==> config.mk <==
export PLATFORM = sky130hd
export DESIGN_NAME = timer_event_counter_control
export DESIGN_NICKNAME = d
export VERILOG_FILES = /design/src/rtl/timer_event_counter_control.v
export VERILOG_INCLUDE_DIRS = /design/src /design/src/rtl
export SDC_FILE = /design/constraint.sdc
export NUM_CORES = 1
export LEC_CHECK = 0
export BUFFER_PORTS_ARGS = -buffer_cell sky130_fd_sc_hd__buf_2
export CAP_MARGIN = 20
export CORE_MARGIN = 1.5
export CORE_UTILIZATION = 59
export CTS_BUF_LIST = sky130_fd_sc_hd__clkbuf_4 sky130_fd_sc_hd__clkbuf_8
export DETAILED_ROUTE_END_ITERATION = 10
export MAX_ROUTING_LAYER = met4
export PLACE_DENSITY = 0.83
export SLEW_MARGIN = 20
export SYNTH_ARGS = -nofsm -noshare
export SYNTH_HDL_FRONTEND = slang
export SYNTH_SLANG_ARGS = --single-unit
==> constraint.sdc <==
create_clock -name sys_clk -period 3.4 [get_ports sys_clk]
set_input_delay 0.34 -clock sys_clk [delete_from_list [all_inputs] [get_ports sys_clk]]
set_output_delay 0.34 -clock sys_clk [all_outputs]
set_load 0.05 [all_outputs]
==> src/rtl/timer_event_counter_defs.vh <==
// Constants for the timer/event counter control block.
// Assumes a 20 MHz sys_clk and an Avalon-MM slave with 32-bit data.
// Contract
// - op select field chooses clock, pin, mode
// - Both resets clear op select
// - External pin clock synchronised before counting
// - Modes six, seven external; four, five input
// - GPIO only when bit set, mode zero
// - Both resets clear GPIO select
// - Done flag set at terminal count
// - Done flag cleared by read, ack, reset
// - Direction bit: zero input, one output
// - Direction ignored when mode non-zero
// - Input bit shows pin, optionally inverted
// - Both resets set input bit
// - GPIO output drives output bit, optionally inverted
// - Output bit inert outside GPIO; reset clears
// - Bits eleven to twenty-three read zero
// - Mode zero loads, decrements every two clocks
// - Terminal count sets flag, interrupts, reloads
// - Mode one emits two-clock pulse
// - Run enable loads counter and starts
// - Irq enable gates terminal-count interrupts
// - Invert flips output, selects falling edge
// - Counter is 24 bits wide
`ifndef TIMER_EVENT_COUNTER_DEFS_VH
`define TIMER_EVENT_COUNTER_DEFS_VH
`define ADDR_CONTROL_STATUS 3'h0
`define ADDR_RELOAD 3'h1
`define ADDR_COUNTER 3'h2
`define ADDR_CONTROL 3'h3
`define BIT_RUN 0
`define BIT_IRQ_EN 1
`define BIT_INV 2
`define BIT_OP_LO 3
`define BIT_OP_HI 5
`define BIT_GPIO 6
`define BIT_DONE 7
`define BIT_DIR 8
`define BIT_DIN 9
`define BIT_DOUT 10
`define BIT_SW_RESET 0
`define BIT_IRQ_ACK 1
`define OP_MODE0 3'h0
`define OP_MODE1 3'h1
`define OP_MODE6 3'h6
`define OP_MODE7 3'h7
`define CNT_W 24
`define CNT_ZERO 24'h000000
`define CNT_ONE 24'h000001
`define PULSE_CYCLES 2'h2
`endif

==> src/rtl/timer_event_counter_control.v <==
// Timer/event counter control and status with Avalon-MM register access.
// Assumes timer_io pad is resolved outside from pin_out/pin_oe; one clock domain.
`timescale 1ns/1ps
`include "timer_event_counter_defs.vh"
module timer_event_counter_control (
  input wire sys_clk,
  input wire rst_b,
  input wire [2:0] avs_address,
  input wire avs_read,
  input wire avs_write,
  input wire [31:0] avs_writedata,
  output reg [31:0] avs_readdata,
  output reg avs_waitrequest,
  input wire pin_in,
  output reg pin_out,
  output reg pin_oe,
  output reg timer_irq
);
  reg rst_meta;
  reg rst_sync_b;
  always @(posedge sys_clk or negedge rst_b) begin
    if (!rst_b) begin
      rst_meta <= 1'b0;
      rst_sync_b <= 1'b0;
    end else begin
      rst_meta <= 1'b1;
      rst_sync_b <= rst_meta;
    end
  end

  reg timer_run_enable;
  reg count_done_irq_enable;
  reg polarity_invert;
  reg [2:0] timer_op_select;
  reg pin_general_io_select;
  reg count_done_flag;
  reg pin_direction;
  reg pin_input_value;
  reg pin_output_value;
  reg [`CNT_W-1:0] reload_capture_value;
  reg [`CNT_W-1:0] counter;
  reg run_d;
  reg half_phase;
  reg at_zero;
  reg [1:0] pulse_cnt;
  reg pin_s1;
  reg pin_s2;
  reg pin_s3;
  reg pin_level;
  reg pin_level_d;
  reg done_d;

  wire gpio_active = pin_general_io_select && (timer_op_select == `OP_MODE0);
  wire ext_clock = (timer_op_select == `OP_MODE6) || (timer_op_select == `OP_MODE7);
  wire internal_clock = (timer_op_select == `OP_MODE0) || (timer_op_select == `OP_MODE1);
  // Active edge taken from filtered level; inversion picks falling edge
  wire ext_edge = polarity_invert ? (pin_level_d && !pin_level) : (!pin_level_d && pin_level);
  wire event_tick = internal_clock ? half_phase : (ext_clock ? ext_edge : 1'b0);
  wire bus_req = (avs_read || avs_write) && avs_waitrequest;
  // Writes land at the edge where the master sees waitrequest low, not at the edge that takes them
  wire wr_done = avs_write && !avs_waitrequest;
  wire wr_cs = wr_done && (avs_address == `ADDR_CONTROL_STATUS);
  wire rd_cs = avs_read && avs_waitrequest && (avs_address == `ADDR_CONTROL_STATUS);
  wire wr_ctl = wr_done && (avs_address == `ADDR_CONTROL);
  wire sw_reset = wr_ctl && avs_writedata[`BIT_SW_RESET];
  wire irq_ack = wr_ctl && avs_writedata[`BIT_IRQ_ACK];
  wire start = timer_run_enable && !run_d;
  wire terminal = timer_run_enable && !start && at_zero && event_tick;

  // Pin input: three flops, a change counts when stages two and three agree
  always @(posedge sys_clk or negedge rst_sync_b) begin
    if (!rst_sync_b) begin
      pin_s1 <= 1'b1;
      pin_s2 <= 1'b1;
      pin_s3 <= 1'b1;
      pin_level <= 1'b1;
      pin_level_d <= 1'b1;
    end else begin
      pin_s1 <= pin_in;
      pin_s2 <= pin_s1;
      pin_s3 <= pin_s2;
      if (pin_s2 == pin_s3) begin
        pin_level <= pin_s3;
      end
      pin_level_d <= pin_level;
    end
  end

  // Register file and control bits
  always @(posedge sys_clk or negedge rst_sync_b) begin
    if (!rst_sync_b) begin
      timer_run_enable <= 1'b0;
      count_done_irq_enable <= 1'b0;
      polarity_invert <= 1'b0;
      timer_op_select <= 3'h0;
      pin_general_io_select <= 1'b0;
      pin_direction <= 1'b0;
      pin_output_value <= 1'b0;
      reload_capture_value <= `CNT_ZERO;
      avs_waitrequest <= 1'b1;
      avs_readdata <= 32'h00000000;
    end else begin
      // One wait state: waitrequest drops for one cycle per request
      avs_waitrequest <= !bus_req;
      if (sw_reset) begin
        timer_run_enable <= 1'b0;
        count_done_irq_enable <= 1'b0;
        polarity_invert <= 1'b0;
        timer_op_select <= 3'h0;
        pin_general_io_select <= 1'b0;
        pin_direction <= 1'b0;
        pin_output_value <= 1'b0;
      end else if (wr_cs) begin
        timer_run_enable <= avs_writedata[`BIT_RUN];
        count_done_irq_enable <= avs_writedata[`BIT_IRQ_EN];
        polarity_invert <= avs_writedata[`BIT_INV];
        timer_op_select <= avs_writedata[`BIT_OP_HI:`BIT_OP_LO];
        pin_general_io_select <= avs_writedata[`BIT_GPIO];
        pin_direction <= avs_writedata[`BIT_DIR];
        pin_output_value <= avs_writedata[`BIT_DOUT];
      end
      if (wr_done && avs_address == `ADDR_RELOAD) begin
        reload_capture_value <= avs_writedata[`CNT_W-1:0];
      end
      if (avs_read && avs_waitrequest) begin
        case (avs_address)
          `ADDR_CONTROL_STATUS: begin
            // Upper bits stay zero
            avs_readdata <= {21'h000000, pin_output_value, pin_input_value, pin_direction, count_done_flag,
                             pin_general_io_select, timer_op_select, polarity_invert, count_done_irq_enable,
                             timer_run_enable};
          end
          `ADDR_RELOAD: avs_readdata <= {8'h00, reload_capture_value};
          `ADDR_COUNTER: avs_readdata <= {8'h00, counter};
          default: avs_readdata <= 32'h00000000;
        endcase
      end
    end
  end

  // Counter, done flag, pulse and pin drive
  always @(posedge sys_clk or negedge rst_sync_b) begin
    if (!rst_sync_b) begin
      counter <= `CNT_ZERO;
      run_d <= 1'b0;
      half_phase <= 1'b0;
      at_zero <= 1'b0;
      count_done_flag <= 1'b0;
      pulse_cnt <= 2'h0;
      pin_input_value <= 1'b1;
      pin_out <= 1'b0;
      pin_oe <= 1'b0;
      timer_irq <= 1'b0;
      done_d <= 1'b0;
    end else begin
      run_d <= timer_run_enable;
      done_d <= terminal;
      if (!timer_run_enable || start) begin
        half_phase <= 1'b0;
      end else begin
        half_phase <= !half_phase;
      end
      if (start) begin
        counter <= reload_capture_value;
        at_zero <= 1'b0;
      end else if (timer_run_enable && event_tick) begin
        if (at_zero) begin
          counter <= reload_capture_value;
          at_zero <= 1'b0;
        end else begin
          counter <= counter - `CNT_ONE;
          at_zero <= (counter == `CNT_ONE) || (counter == `CNT_ZERO);
        end
      end
      // Set wins over a read or ack clear in the same cycle; software reset wins over set
      if (sw_reset) begin
        count_done_flag <= 1'b0;
      end else if (terminal) begin
        count_done_flag <= 1'b1;
      end else if (rd_cs || irq_ack) begin
        count_done_flag <= 1'b0;
      end
      timer_irq <= count_done_flag && count_done_irq_enable && !sw_reset;
      if (sw_reset) begin
        pin_input_value <= 1'b1;
      end else begin
        pin_input_value <= pin_level ^ polarity_invert;
      end
      if (terminal && timer_op_select == `OP_MODE1) begin
        pulse_cnt <= `PULSE_CYCLES;
      end else if (pulse_cnt != 2'h0) begin
        pulse_cnt <= pulse_cnt - 2'h1;
      end
      if (gpio_active) begin
        pin_oe <= pin_direction;
        pin_out <= pin_output_value ^ polarity_invert;
      end else if (timer_op_select == `OP_MODE1 && timer_run_enable) begin
        pin_oe <= 1'b1;
        pin_out <= (pulse_cnt != 2'h0) ^ polarity_invert;
      end else begin
        pin_oe <= 1'b0;
        pin_out <= 1'b0;
      end
    end
  end
endmodule // timer_event_counter_control

==> key figures <==
Status
  • Run status: completed

Synthesis
  • Yosys top cell area share: 47.8%
  • Ys async rst share: between 90% and 100%
  • Gate count of the mapped netlist: 470
  • Top-count cell post-synth: dfrtp_1
  • Synth area leader: dfrtp_1
  • Mapped cell area: 0.00482 mm^2
  • Register area share after synthesis: 51.6%
  • Unique masters post-synth: 60
  • Main flop type after synthesis: dfrtp_1
  • Synthesized area per cell: 10.3 um^2
  • Post-synth EDFFs: 0
  • Synth top cells by count: dfrtp_1 (92), o21ai_0 (54), nand2_1 (37), nor2_1 (37), a21oi_1 (27)
  • FF+latch count, synth: 99
  • Main area contributors after synthesis: dfrtp_1 (48%), o21ai_0 (5.6%), mux2_2 (5.6%)
  • Synth warn: 0

Timing
  • Max Freq: ~0.43 GHz
  • # setup viols final: 0
  • Final min period: 2350 ps
  • Setup WS post-layout: between 1000 and 1500 ps
  • TNS Setup: 0 ps
  • Final Hold Viols: 0
  • Clock skew: around 12 ps
  • RSZ-0062 raised after global routing: no
  • WHS: between 60 and 70 ps
  • Least-Margin Pin Slew: approximately 1000 ps
  • Relative slew margins: between 30% and 40%
  • Tcrit/Tclk final: 69.0%
  • Final Max Tran Viols: 0

Drt
  • Routed length per placed instance: around 18 um
  • Drt total wl: 11,100 um
  • DRC: 0
  • First-pass detailed-route iteration total: 5
  • Initial DRC count: roughly 330
  • Routed vias: 3,904
  • DR vias/cell: 6.25
  • Post-route ant nets: 0

CTS
  • Clock Root Buffer: clkbuf_8
  • # Post-CTS Setup Buffers: 0
  • Max Root-Sink Buffers: 2
  • CTS buffer count: 9
  • PostCTS Resize Cnt: 0
  • Clock H-tree levels: 3
  • Clk slew on worst S/H paths: 90 ps
  • CTS tree: done
  • Clock sinks: a little under 100
  • # hold bufs at CTS: 1
  • Skew-Pair Late Insertion Delay: 370 ps

Global routing
  • Total grt overflow: 0
  • Vias in the first global route: 3,658
  • Antenna violations before repair: 0
  • Gr usage total: 27.7%
  • First-pass GRT wire length: 18,000 um
  • Pin count of the biggest net entering global routing: 77

Critical path
  • FF-to-FF path depth: 7
  • R2r endpoint: counter[18]$_DFFE_PN0P_
  • R2R setup slack: ~1100 ps
  • Critical path depth: 7
  • Max stage delay on crit path: between 600 and 700 ps
  • Critical Path Source: counter[0]$_DFFE_PN0P_
  • Setup crit start kind: flip-flop
  • WP buf/inv: 1
  • Critical Path RT: about 3700 ps
  • Reg2Reg Launch Point: counter[0]$_DFFE_PN0P_
  • Crit-path max FO: 6
  • CP endpoint: counter[18]$_DFFE_PN0P_
  • Top delay family on crit path: simple AND/OR/NAND/NOR gates
  • Setup CP Type: reg -> reg
  • Cell Chain, Critical Path: inv_1 -> ha_1 -> or4b_2 -> nor4_4 -> nand2_1 -> a21oi_1 -> a2bb2oi_1
  • Critical Path AT: around 2600 ps
  • Crit-path slowest cell: or4b_2
  • Crit. End Element: flip-flop

Layout
  • Share of layout cells above drive strength 1: between 20% and 30%
  • Fin nets: 562
  • Post-route cell area: 0.00536 mm^2
  • # diodes: 0
  • Final cell count without fillers: roughly 630
  • Area growth syn-to-layout: 11.3%

Floorplan
  • I/O pins: 76
  • Die width: 93.4 um
  • Starting Density: 61.7%
  • Core ar.: 0.00781 mm^2
  • Core Rows: 32
  • Die Ht: 93.4 um
  • Die outline area: just under 0.009 mm^2

Place
  • Hpwl dp: between 7000 and 8000 um
  • GP Congestion: a little under 0.9
  • Post-Place Worst Slack: 1070 ps
  • Area after DPL: 0.00515 mm^2
  • Placed Cells: slightly above 600
  • Port Buffer Count: 59

Pwr
  • Pwr Density: 737 mW/mm^2
  • Static Leak: 2.47 nW
  • VDD IR max: 0.301 mV

Job
  • Max Cap Viol: 0

Min path
  • Hold crit path type: in -> reg
[how the worst min path moves through the flow]
stage / from / to / slack, ps / cells after the start
final: pin_in / pin_s1$_DFF_PN1_ / 60 / 1
after global routing: pin_in / pin_s1$_DFF_PN1_ / 40 / 1
after CTS: pin_in / pin_s1$_DFF_PN1_ / 50 / 1
after detailed placement: rst_b / rst_meta$_DFF_PN0_ / 130 / 1
after global placement: rst_b / rst_meta$_DFF_PN0_ / 120 / 1
after floorplan: rst_b / rst_meta$_DFF_PN0_ / 40 / 0
[cells by family after synthesis]
kind of cell	Yosys count	synth area share, %
XOR/XNOR	2	0.364
AO/OA/AOI/OAI	139	17.7
flip-flops	99	51.6
buffers and inverters	42	4.08
adder cells (fa/ha/maj)	5	1.25
other	2	0.156
multiplexers	45	9.97
AND/OR/NAND/NOR	136	14.9
[through the flow]
step / util, % / total power [mW]
finish: 68.7 / 3.95
floorplan: - / 2.82
global placement: 65.9 / 3.09
detailed placement: 65.9 / 3.16
global route: 68.7 / 4.18
CTS: 68.6 / 3.94
[flip-flops by register name (all words and copies together), names as in the netlist, 2 cells and up]
name	count
reload_capture_value	24
counter	24
timer_op_select	3
avs_readdata	24
pulse_cnt	2
[placed cells by master (no fill, tap or decap), types with 3 or more instances in the layout]
| master | count |
|---|---|
| nor2b_1 | 4 |
| mux2i_1 | 21 |
| a22oi_1 | 17 |
| clkbuf_8 | 10 |
| nor3b_1 | 3 |
| nand3_1 | 5 |
| mux2_2 | 24 |
| a22o_1 | 10 |
| a32oi_1 | 4 |
| nor2_1 | 37 |
| dfrtp_1 | 91 |
| ha_1 | 4 |
| nand4_1 | 3 |
| o22ai_1 | 3 |
| conb_1 | 9 |
| a2bb2oi_1 | 4 |
| nor4_1 | 7 |
| a21oi_1 | 27 |
| dfstp_2 | 7 |
| and3_1 | 3 |
| buf_4 | 6 |
| a31oi_1 | 5 |
| nand2_1 | 36 |
| o21ai_0 | 54 |
| nor3_1 | 10 |
| buf_2 | 59 |
| inv_1 | 6 |
| nand2b_1 | 3 |
[where the power goes]
part | internal (mW) | total, mW | switching (mW) | leakage, nW
logic | 0.484 | 1.30 | 0.815 | 1.12
clock network | 0.376 | 0.772 | 0.397 | 0.0994
registers | 1.50 | 1.88 | 0.376 | 1.25
total | 2.36 | 3.95 | 1.59 | 2.47
[routing by layer]
metal / vias to the layer above / GRT usage [%] / part of all wire, %
li1: 1789 / - / -
met1: 1926 / 36.0 / 42
met2: 164 / 42.3 / 49
met3: 25 / 6.10 / 7.2
met4: 0 / 11.2 / 2.2
met5: - / - / 0
[cell type report]
cell class / instances / area, um^2
clock inverters: 4 / 50.0
flip-flops and latches: 99 / 2490
multi-input cells: 336 / 2170
repair buffers: 66 / 350
inverters: 6 / 22.5
fillers: 614 / 2450
clock buffers: 12 / 153
well taps: 102 / 128
Power figures use the tool's default switching activity.
